$ cat src/rtl/uef_pkg.sv
package uef_pkg;

  // ****************************************
  // Register field positions, reset values and masks
  // ****************************************
  localparam int          EFC_AUTO_CTS_BIT  = 7;
  localparam int          EFC_AUTO_RTS_BIT  = 6;
  localparam int          EFC_SPECIAL_BIT   = 5;
  localparam int          EFC_ENHANCED_BIT  = 4;
  localparam int          EFC_TX_SEL_HI     = 3;
  localparam int          EFC_TX_SEL_LO     = 2;
  localparam int          EFC_RX_SEL_HI     = 1;
  localparam int          EFC_RX_SEL_LO     = 0;
  localparam int          ISR_SPECIAL_BIT   = 4;
  localparam logic [7:0]  EFC_RESET         = 8'h00;
  localparam logic [7:0]  IER_RESET         = 8'h00;
  localparam logic [7:0]  FCR_RESET         = 8'h00;
  localparam logic [7:0]  MCR_RESET         = 8'h00;
  localparam logic [7:0]  IER_ENH_MASK      = 8'hF0;
  localparam logic [7:0]  ISR_ENH_MASK      = 8'h30;
  localparam logic [7:0]  FCR_ENH_MASK      = 8'h30;
  localparam logic [7:0]  MCR_ENH_MASK      = 8'hE0;
  localparam int          MCR_RTS_BIT       = 1;

  // ****************************************
  // Register select codes
  // ****************************************
  typedef enum logic [2:0] {
    UEF_SEL_EFC = 3'b000,
    UEF_SEL_IER = 3'b001,
    UEF_SEL_ISR = 3'b010,
    UEF_SEL_FCR = 3'b011,
    UEF_SEL_MCR = 3'b100,
    UEF_SEL_CHR = 3'b101
  } uef_sel_t;

  // Flow character selection codes
  typedef enum logic [1:0] {
    UEF_FC_NONE = 2'b00,
    UEF_FC_SECOND = 2'b01,
    UEF_FC_FIRST = 2'b10,
    UEF_FC_BOTH = 2'b11
  } uef_fc_t;

  // ****************************************
  // Carriers
  // ****************************************
  typedef struct packed {
    logic [7:0] first_start_char;
    logic [7:0] second_start_char;
    logic [7:0] first_stop_char;
    logic [7:0] second_stop_char;
  } uef_chars_t;

  typedef struct packed {
    logic       hit_start;
    logic       hit_stop;
    logic       hit_special;
  } uef_match_t;

endpackage

$ cat src/rtl/uef_char_match.sv
`timescale 1ns/1ps
`default_nettype none
module uef_char_match
  import uef_pkg::*;
(
  input  wire logic       clk_i,
  input  wire logic       resetn_i,
  input  wire logic       rx_valid_i,
  input  wire logic [7:0] rx_char_i,
  input  wire logic [1:0] rx_sel_i,
  input  wire logic       special_en_i,
  input  wire uef_chars_t chars_i,
  output var uef_match_t  match_o
);

  // ****************************************
  // Sequence state for two-character patterns
  // ****************************************
  logic       start_half_r;
  logic       start_half_nxt;
  logic       stop_half_r;
  logic       stop_half_nxt;
  uef_match_t match_r;
  uef_match_t match_nxt;

  always_comb begin
    logic h_s1;
    logic h_s2;
    logic h_p1;
    logic h_p2;
    h_s1 = (rx_char_i == chars_i.first_start_char);
    h_s2 = (rx_char_i == chars_i.second_start_char);
    h_p1 = (rx_char_i == chars_i.first_stop_char);
    h_p2 = (rx_char_i == chars_i.second_stop_char);
    start_half_nxt = start_half_r;
    stop_half_nxt  = stop_half_r;
    match_nxt      = '0;
    if (rx_valid_i) begin
      match_nxt.hit_special = special_en_i && h_p2;
      case (rx_sel_i)
        UEF_FC_FIRST: begin
          match_nxt.hit_start = h_s1;
          match_nxt.hit_stop  = h_p1;
        end
        UEF_FC_SECOND: begin
          match_nxt.hit_start = h_s2;
          match_nxt.hit_stop  = h_p2;
        end
        UEF_FC_BOTH: begin
          // Two characters in sequence form one pattern
          match_nxt.hit_start = start_half_r && h_s2;
          match_nxt.hit_stop  = stop_half_r && h_p2;
          start_half_nxt      = h_s1;
          stop_half_nxt       = h_p1;
        end
        default: begin
          start_half_nxt = 1'b0;
          stop_half_nxt  = 1'b0;
        end
      endcase
    end
  end

  always_ff @(posedge clk_i) begin
    if (!resetn_i) begin
      start_half_r <= 1'b0;
      stop_half_r  <= 1'b0;
      match_r      <= '0;
    end else begin
      start_half_r <= start_half_nxt;
      stop_half_r  <= stop_half_nxt;
      match_r      <= match_nxt;
    end
  end

  assign match_o = match_r;

endmodule
`default_nettype wire

$ cat src/rtl/uef_tx_gate.sv
`timescale 1ns/1ps
`default_nettype none
module uef_tx_gate
  import uef_pkg::*;
(
  input  wire logic clk_i,
  input  wire logic resetn_i,
  input  wire logic auto_cts_i,
  input  wire logic cts_i,
  input  wire logic tx_busy_i,
  output logic      tx_allow_o
);

  // ****************************************
  // Transmit start permission
  // ****************************************
  logic halt_r;
  logic halt_nxt;

  always_comb begin
    halt_nxt = auto_cts_i && cts_i;
  end

  always_ff @(posedge clk_i) begin
    if (!resetn_i) begin
      halt_r <= 1'b0;
    end else begin
      halt_r <= halt_nxt;
    end
  end

  // A character in flight is never cut; only new starts are held
  assign tx_allow_o = !halt_r && !tx_busy_i;

endmodule
`default_nettype wire

$ cat src/rtl/uef_top.sv
// Functional notes
// - Auto CTS on (bit 7): CTS high halts transmission.
// - Auto CTS on: transmission resumes when CTS returns low.
// - Bit 7 clear by default: CTS does not gate transmission.
// - Auto RTS on (bit 6): interrupt when RX FIFO reaches trigger level.
// - Auto RTS on: RTS goes high at next trigger level above.
// - Auto RTS on: RTS returns low below programmed level minus one.
// - Flow control off: RTS follows modem control setting only.
// - Special detect (bit 5): match second stop char, store it, set status bit 4.
// - Bit 0 of each character register compares with received LSB.
// - Bit 4 set lets enhanced bits be written; clear holds them latched.
// - Dual mode treats two start and two stop chars as sequences.
// - Low four bits pick software flow combination; reset to zero.
// - Bits 3:2 transmit select, bits 1:0 receive select; 00 disables.
`timescale 1ns/1ps
`default_nettype none
module uef_top
  import uef_pkg::*;
(
  input  wire logic       clk_i,
  input  wire logic       resetn_i,
  input  wire logic       wr_i,
  input  wire uef_sel_t   sel_i,
  input  wire logic [1:0] chr_idx_i,
  input  wire logic [7:0] wdata_i,
  output logic [7:0]      rdata_o,
  input  wire logic       cts_i,
  input  wire logic       tx_busy_i,
  output logic            tx_allow_o,
  input  wire logic [7:0] rx_level_i,
  input  wire logic [7:0] rx_trig_i,
  input  wire logic       rx_valid_i,
  input  wire logic [7:0] rx_char_i,
  input  wire logic       isr_clr_i,
  output logic            rts_o,
  output logic            rx_trig_irq_o,
  output logic            special_irq_o,
  output logic            rx_store_o,
  output logic            start_seen_o,
  output logic            stop_seen_o,
  output logic [1:0]      tx_char_sel_o,
  output logic [7:0]      ier_o,
  output logic [7:0]      fcr_o,
  output logic [7:0]      mcr_o
);

  // ****************************************
  // Register state
  // ****************************************
  logic [7:0] efc_r;
  logic [7:0] efc_nxt;
  logic [7:0] ier_r;
  logic [7:0] ier_nxt;
  logic [7:0] isr_r;
  logic [7:0] isr_nxt;
  logic [7:0] fcr_r;
  logic [7:0] fcr_nxt;
  logic [7:0] mcr_r;
  logic [7:0] mcr_nxt;
  uef_chars_t chars_r;
  uef_chars_t chars_nxt;
  logic [7:0] rdata_r;
  logic [7:0] rdata_nxt;
  logic       enh;
  uef_match_t match;

  assign enh = efc_r[EFC_ENHANCED_BIT];

  // Apply write honouring the enhanced-bit lock
  function automatic logic [7:0] uef_merge(input logic [7:0] cur, input logic [7:0] wd,
                                           input logic [7:0] mask, input logic en);
    logic [7:0] m;
    m = en ? 8'hFF : ~mask;
    return (cur & ~m) | (wd & m);
  endfunction

  always_comb begin
    efc_nxt = efc_r;
    ier_nxt = ier_r;
    fcr_nxt = fcr_r;
    mcr_nxt = mcr_r;
    if (wr_i) begin
      case (sel_i)
        UEF_SEL_EFC: efc_nxt = wdata_i;
        UEF_SEL_IER: ier_nxt = uef_merge(ier_r, wdata_i, IER_ENH_MASK, enh);
        UEF_SEL_FCR: fcr_nxt = uef_merge(fcr_r, wdata_i, FCR_ENH_MASK, enh);
        UEF_SEL_MCR: mcr_nxt = uef_merge(mcr_r, wdata_i, MCR_ENH_MASK, enh);
        default: begin
        end
      endcase
    end
  end

  always_ff @(posedge clk_i) begin
    if (!resetn_i) begin
      efc_r <= EFC_RESET;
      ier_r <= IER_RESET;
      fcr_r <= FCR_RESET;
      mcr_r <= MCR_RESET;
    end else begin
      efc_r <= efc_nxt;
      ier_r <= ier_nxt;
      fcr_r <= fcr_nxt;
      mcr_r <= mcr_nxt;
    end
  end

  // ****************************************
  // Interrupt status
  // ****************************************
  always_comb begin
    isr_nxt = isr_r;
    if (wr_i && (sel_i == UEF_SEL_ISR)) begin
      isr_nxt = uef_merge(isr_r, wdata_i, ISR_ENH_MASK, enh);
    end
    if (isr_clr_i) begin
      isr_nxt[ISR_SPECIAL_BIT] = 1'b0;
    end
    // Detection wins over a clear in the same cycle
    if (match.hit_special) begin
      isr_nxt[ISR_SPECIAL_BIT] = 1'b1;
    end
  end

  always_ff @(posedge clk_i) begin
    if (!resetn_i) begin
      isr_r <= 8'h00;
    end else begin
      isr_r <= isr_nxt;
    end
  end

  // ****************************************
  // Flow characters
  // ****************************************
  always_comb begin
    chars_nxt = chars_r;
    if (wr_i && (sel_i == UEF_SEL_CHR)) begin
      case (chr_idx_i)
        2'd0: chars_nxt.first_start_char  = wdata_i;
        2'd1: chars_nxt.second_start_char = wdata_i;
        2'd2: chars_nxt.first_stop_char   = wdata_i;
        default: chars_nxt.second_stop_char = wdata_i;
      endcase
    end
  end

  always_ff @(posedge clk_i) begin
    if (!resetn_i) begin
      chars_r <= '0;
    end else begin
      chars_r <= chars_nxt;
    end
  end

  // ****************************************
  // Read data
  // ****************************************
  always_comb begin
    case (sel_i)
      UEF_SEL_EFC: rdata_nxt = efc_r;
      UEF_SEL_IER: rdata_nxt = ier_r;
      UEF_SEL_ISR: rdata_nxt = isr_r;
      UEF_SEL_FCR: rdata_nxt = fcr_r;
      UEF_SEL_MCR: rdata_nxt = mcr_r;
      UEF_SEL_CHR: begin
        case (chr_idx_i)
          2'd0: rdata_nxt = chars_r.first_start_char;
          2'd1: rdata_nxt = chars_r.second_start_char;
          2'd2: rdata_nxt = chars_r.first_stop_char;
          default: rdata_nxt = chars_r.second_stop_char;
        endcase
      end
      default: rdata_nxt = 8'h00;
    endcase
  end

  always_ff @(posedge clk_i) begin
    if (!resetn_i) begin
      rdata_r <= 8'h00;
    end else begin
      rdata_r <= rdata_nxt;
    end
  end

  // ****************************************
  // Trigger levels
  // ****************************************
  logic [8:0] trig_eff;
  logic [8:0] trig_hi;
  logic [8:0] trig_lo;

  // Code zero means a level of one
  assign trig_eff = (rx_trig_i == 8'h00) ? 9'd1 : {1'b0, rx_trig_i};
  assign trig_hi  = 9'(trig_eff + 9'd1);
  assign trig_lo  = 9'(trig_eff - 9'd1);

  // ****************************************
  // Receive trigger interrupt
  // ****************************************
  logic       trig_irq_r;
  logic       trig_irq_nxt;

  always_comb begin
    trig_irq_nxt = efc_r[EFC_AUTO_RTS_BIT] && ({1'b0, rx_level_i} >= trig_eff);
  end

  always_ff @(posedge clk_i) begin
    if (!resetn_i) begin
      trig_irq_r <= 1'b0;
    end else begin
      trig_irq_r <= trig_irq_nxt;
    end
  end

  // ****************************************
  // Automatic RTS
  // ****************************************
  logic       rts_hold_r;
  logic       rts_hold_nxt;

  always_comb begin
    rts_hold_nxt = rts_hold_r;
    if (!efc_r[EFC_AUTO_RTS_BIT]) begin
      rts_hold_nxt = 1'b0;
    end else if ({1'b0, rx_level_i} >= trig_hi) begin
      rts_hold_nxt = 1'b1;
    end else if ({1'b0, rx_level_i} < trig_lo) begin
      rts_hold_nxt = 1'b0;
    end
  end

  always_ff @(posedge clk_i) begin
    if (!resetn_i) begin
      rts_hold_r <= 1'b0;
    end else begin
      rts_hold_r <= rts_hold_nxt;
    end
  end

  // ****************************************
  // RTS pin
  // ****************************************
  logic       rts_r;
  logic       rts_nxt;

  always_comb begin
    if (efc_r[EFC_AUTO_RTS_BIT]) begin
      rts_nxt = rts_hold_nxt;
    end else begin
      rts_nxt = mcr_nxt[MCR_RTS_BIT];
    end
  end

  always_ff @(posedge clk_i) begin
    if (!resetn_i) begin
      rts_r <= 1'b0;
    end else begin
      rts_r <= rts_nxt;
    end
  end

  // ****************************************
  // Submodules
  // ****************************************
  uef_tx_gate u_tx_gate (
    .clk_i      (clk_i),
    .resetn_i   (resetn_i),
    .auto_cts_i (efc_r[EFC_AUTO_CTS_BIT]),
    .cts_i      (cts_i),
    .tx_busy_i  (tx_busy_i),
    .tx_allow_o (tx_allow_o)
  );

  uef_char_match u_match (
    .clk_i        (clk_i),
    .resetn_i     (resetn_i),
    .rx_valid_i   (rx_valid_i),
    .rx_char_i    (rx_char_i),
    .rx_sel_i     (efc_r[EFC_RX_SEL_HI:EFC_RX_SEL_LO]),
    .special_en_i (efc_r[EFC_SPECIAL_BIT]),
    .chars_i      (chars_r),
    .match_o      (match)
  );

  // ****************************************
  // Outputs
  // ****************************************
  assign rdata_o       = rdata_r;
  assign rts_o         = rts_r;
  assign rx_trig_irq_o = trig_irq_r;
  assign special_irq_o = isr_r[ISR_SPECIAL_BIT];
  assign rx_store_o    = match.hit_special;
  assign start_seen_o  = match.hit_start;
  assign stop_seen_o   = match.hit_stop;
  assign tx_char_sel_o = efc_r[EFC_TX_SEL_HI:EFC_TX_SEL_LO];
  assign ier_o         = ier_r;
  assign fcr_o         = fcr_r;
  assign mcr_o         = mcr_r;

endmodule
`default_nettype wire

$ cat config.mk
export PLATFORM = sky130hd
export DESIGN_NAME = uef_top
export DESIGN_NICKNAME = d
export VERILOG_FILES = /design/src/rtl/uef_pkg.sv /design/src/rtl/uef_char_match.sv /design/src/rtl/uef_tx_gate.sv /design/src/rtl/uef_top.sv
export SDC_FILE = /design/constraint.sdc
export NUM_CORES = 1
export LEC_CHECK = 0
export BUFFER_PORTS_ARGS = -buffer_cell sky130_fd_sc_hd__buf_2
export CAP_MARGIN = 10
export CORE_ASPECT_RATIO = 1.1
export CORE_UTILIZATION = 50
export CTS_CLUSTER_SIZE = 10
export DETAILED_ROUTE_END_ITERATION = 8
export GPL_TIMING_DRIVEN = 0
export PLACE_DENSITY = 0.75
export SYNTH_ARGS = -nofsm -noshare
export SYNTH_HDL_FRONTEND = slang
export SYNTH_SLANG_ARGS = --single-unit
export TNS_END_PERCENT = 20
$ cat constraint.sdc
create_clock -name clk_i -period 2.5 [get_ports clk_i]
set_input_delay 0.125 -clock clk_i [delete_from_list [all_inputs] [get_ports clk_i]]
set_output_delay 0.125 -clock clk_i [all_outputs]
set_load 0.005 [all_outputs]
==> results_dict.tcl <==
set metrics [dict create \
    reg2reg_to "u_match.match_o[2]" \
    cts_root_buffer "clkbuf_8" \
    synth.top_cell.area_share_pct 35.4 \
    clock_latency_ns 0.38 \
    antenna_found_initial 0 \
    drtAntennaViolNets 0 \
    drc 18 \
    synth.avg_cell_area_um2 9.80 \
    grt_max_degree 15 \
    crit_path_start_kind "input port" \
    wl_per_cell_um 17.8 \
    status "finished, violations left" \
    cp_max_fo 5 \
    post-cts-setup-buffer-count 0 \
    async_reset_ff_share_pct 0 \
    chipHeight_um 107 \
    clkTransAtPathRegs_ns 0.10 \
    grt_pass1_wl_mm 20.9 \
    worstPathArrival_ns 2.59 \
    r2r_slack_ns 0.93 \
    fillers 847 \
    io_buffers 73 \
    vias 4044 \
    rsz0062_at_grt "false" \
    period_minus_slack_ns 2.31 \
    synth_cell_types 53 \
    ir_drop_v 0.000392 \
    relSlewSlack_pct 57.9 \
    powerDensity_nw_per_um2 554 \
    wirelength_mm 12.9 \
    gp_congestion 0.946 \
    num_antenna_cells 0 \
    synth_common_cells "dfxtp_1, mux2i_1, nor2b_1" \
    fin_area_um2 5860 \
    synth_fp_nets 586 \
    viasPerCell 5.59 \
    whs_path_depth 2 \
    synth_most_common_cell "dfxtp_1" \
    min_path_type "input port to flip-flop" \
    min-delay-start "cts_i" \
    fin_crit_sh_pct 92.5 \
    grt_util_all_layers_pct 26.1 \
    die_x_um 97.7 \
    ios 85 \
    drv_cap 0 \
    initial_core_util_pct 51.2 \
    ys_top_cells_by_area "dfxtp_1, mux2i_1, nor2b_1" \
    clock.fmax_mhz 432 \
    whs_ns -0.000813 \
    die_area_um2 10500 \
    yosysWarnings 0 \
    post_cts_resized 0 \
    synth-edff-count 0 \
    cts_hold_buffers 0 \
    worstMarginPinSlew_ns 0.631 \
    violations "DRC, hold timing" \
    synth_area_leader_cell "dfxtp_1" \
    hold_end "u_tx_gate.halt_r" \
    fin_nets 670 \
    rows 38 \
    required_ns 2.77 \
    ctsHtreeMaxLevel 3 \
    syn_to_final_growth_pct 16.3 \
    p_leak_nw 2.39 \
    gr-total-overflow 0 \
    syn_area_um2 5040 \
    synth_ff_type "dfxtp_1" \
    worstSetupPathType "input port to flip-flop" \
    cts_max_path_buffers 2 \
    endpoint_kind "flip-flop" \
    cts_tree "built" \
    final_max_slew_viol_count 0 \
    grt_pass1_vias 4151 \
    drtIter0Drc 178 \
    coreArea_um2 9840 \
    reg2reg_depth 5 \
    drive_gt1_share_pct 20.4 \
    place_area_um2 5550 \
    hold_viol 1 \
    setup_violations 0 \
    r2r-start "efc_r[1]" \
    tns_ns 0 \
    clock_skew_ns 0.0134 \
    cts_buffers 9 \
    cts.sinks 89 \
    dr.pass1.iters 7 \
    synthCells 514 \
    synth_seq_cells 89 \
    dp_hpwl_mm 9.81 \
    seq_area_frac_synth_pct 35.4 \
]
## report_power, final
group	switching, W	internal, W
Clock	0.000528	0.000894
Combinational	0.000212	0.000163
Sequential	0.0000127	0.00143
## critical path: stages
cell and delay, ns:
buf_2 0.13, or4_4 0.57, nor3_4 0.17, a21oi_1 0.14, ha_2 0.23, nand3_1 0.10
xnor2_1 0.12, ha_1 0.28, a22o_1 0.21, nor4_1 0.17, nand3_1 0.12, nand3_1 0.12
nand3_1 0.09
## final cells by class
type                            count  area (um^2)  share of cell area, %
Buffer                             33          150                   2.56
Clock buffer                       11          141                   2.41
Clock inverter                      5          150                   2.56
Inverter                           21         78.8                   1.35
Multi-Input combinational cell    371         3040                   51.9
Sequential cell                    89         1780                   30.4
Tap cell                          120          150                   2.56
Timing Repair Buffer               73          365                   6.24
## routing by layer
metal	vias to the layer above	global-route usage, %	share of wire, %
met4	0	11.1	2.3
met5	-	0	0
met3	22	3.77	6.1
met1	1920	30.9	42
met2	146	47.0	50
li1	1956	-	-
## cells by family (layout without fill, tap and decap cells)
family                   after synthesis  after routing  synth area share (%)
AND/OR/NAND/NOR                      168            168                  18.8
flip-flops                            89             89                  35.4
multiplexers                          78             78                  19.2
AO/OA/AOI/OAI                         54             54                  7.62
buffers and inverters                 54            143                  4.54
XOR/XNOR                              43             43                  7.47
adder cells (fa/ha/maj)               28             28                  6.95
## through the flow
stage | util [%] | hold WS, ns | std cells | total power [W] | setup WS (ns)
final | 59.5 | -0.000813 | 723 | 0.00324 | 0.187
after global placement | 56.4 | 0.373 | 707 | 0.00184 | -0.361
after CTS | 59.4 | 0.00426 | 723 | 0.00324 | 0.0417
after detailed placement | 56.4 | 0.387 | 707 | 0.00185 | -0.340
after global routing | 59.5 | 0.0182 | 723 | 0.00335 | 0.0608
after floorplan | - | 0.263 | 514 | 0.00171 | 0.0816
## worst max-delay path by stage
| stage | depth (start not counted) | startpoint | to |
|---|---|---|---|
| floorplan | 12 | rx_trig_i[3] | rts_o |
| global placement | 13 | rx_trig_i[3] | rts_o |
| detailed placement | 13 | rx_trig_i[3] | rts_o |
| CTS | 13 | rx_trig_i[3] | rts_o |
| global route | 13 | rx_trig_i[3] | rts_o |
| finish | 13 | rx_trig_i[3] | rts_o |
## cells in the final DEF (no fill, tap or decap), types with 3 or more instances in the layout
cell type and instances:
ha_1 27, nor3_1 3, nand3_1 23, buf_4 5, o21ai_0 3, inv_1 21
clkbuf_8 10, o22ai_1 7, nand2b_1 3, mux4_2 15, dfxtp_1 89, mux2i_1 62
nand4_1 7, xor2_1 14, xnor2_1 29, a21boi_0 19, clkbuf_1 22, nand2_1 40
nor2b_1 58, a21o_1 4, and3_1 4, buf_2 79, nor4_1 5, a21oi_1 6
bufinv_16 5, nor2_1 8
Note: power is estimated with default switching activity, not from simulation.
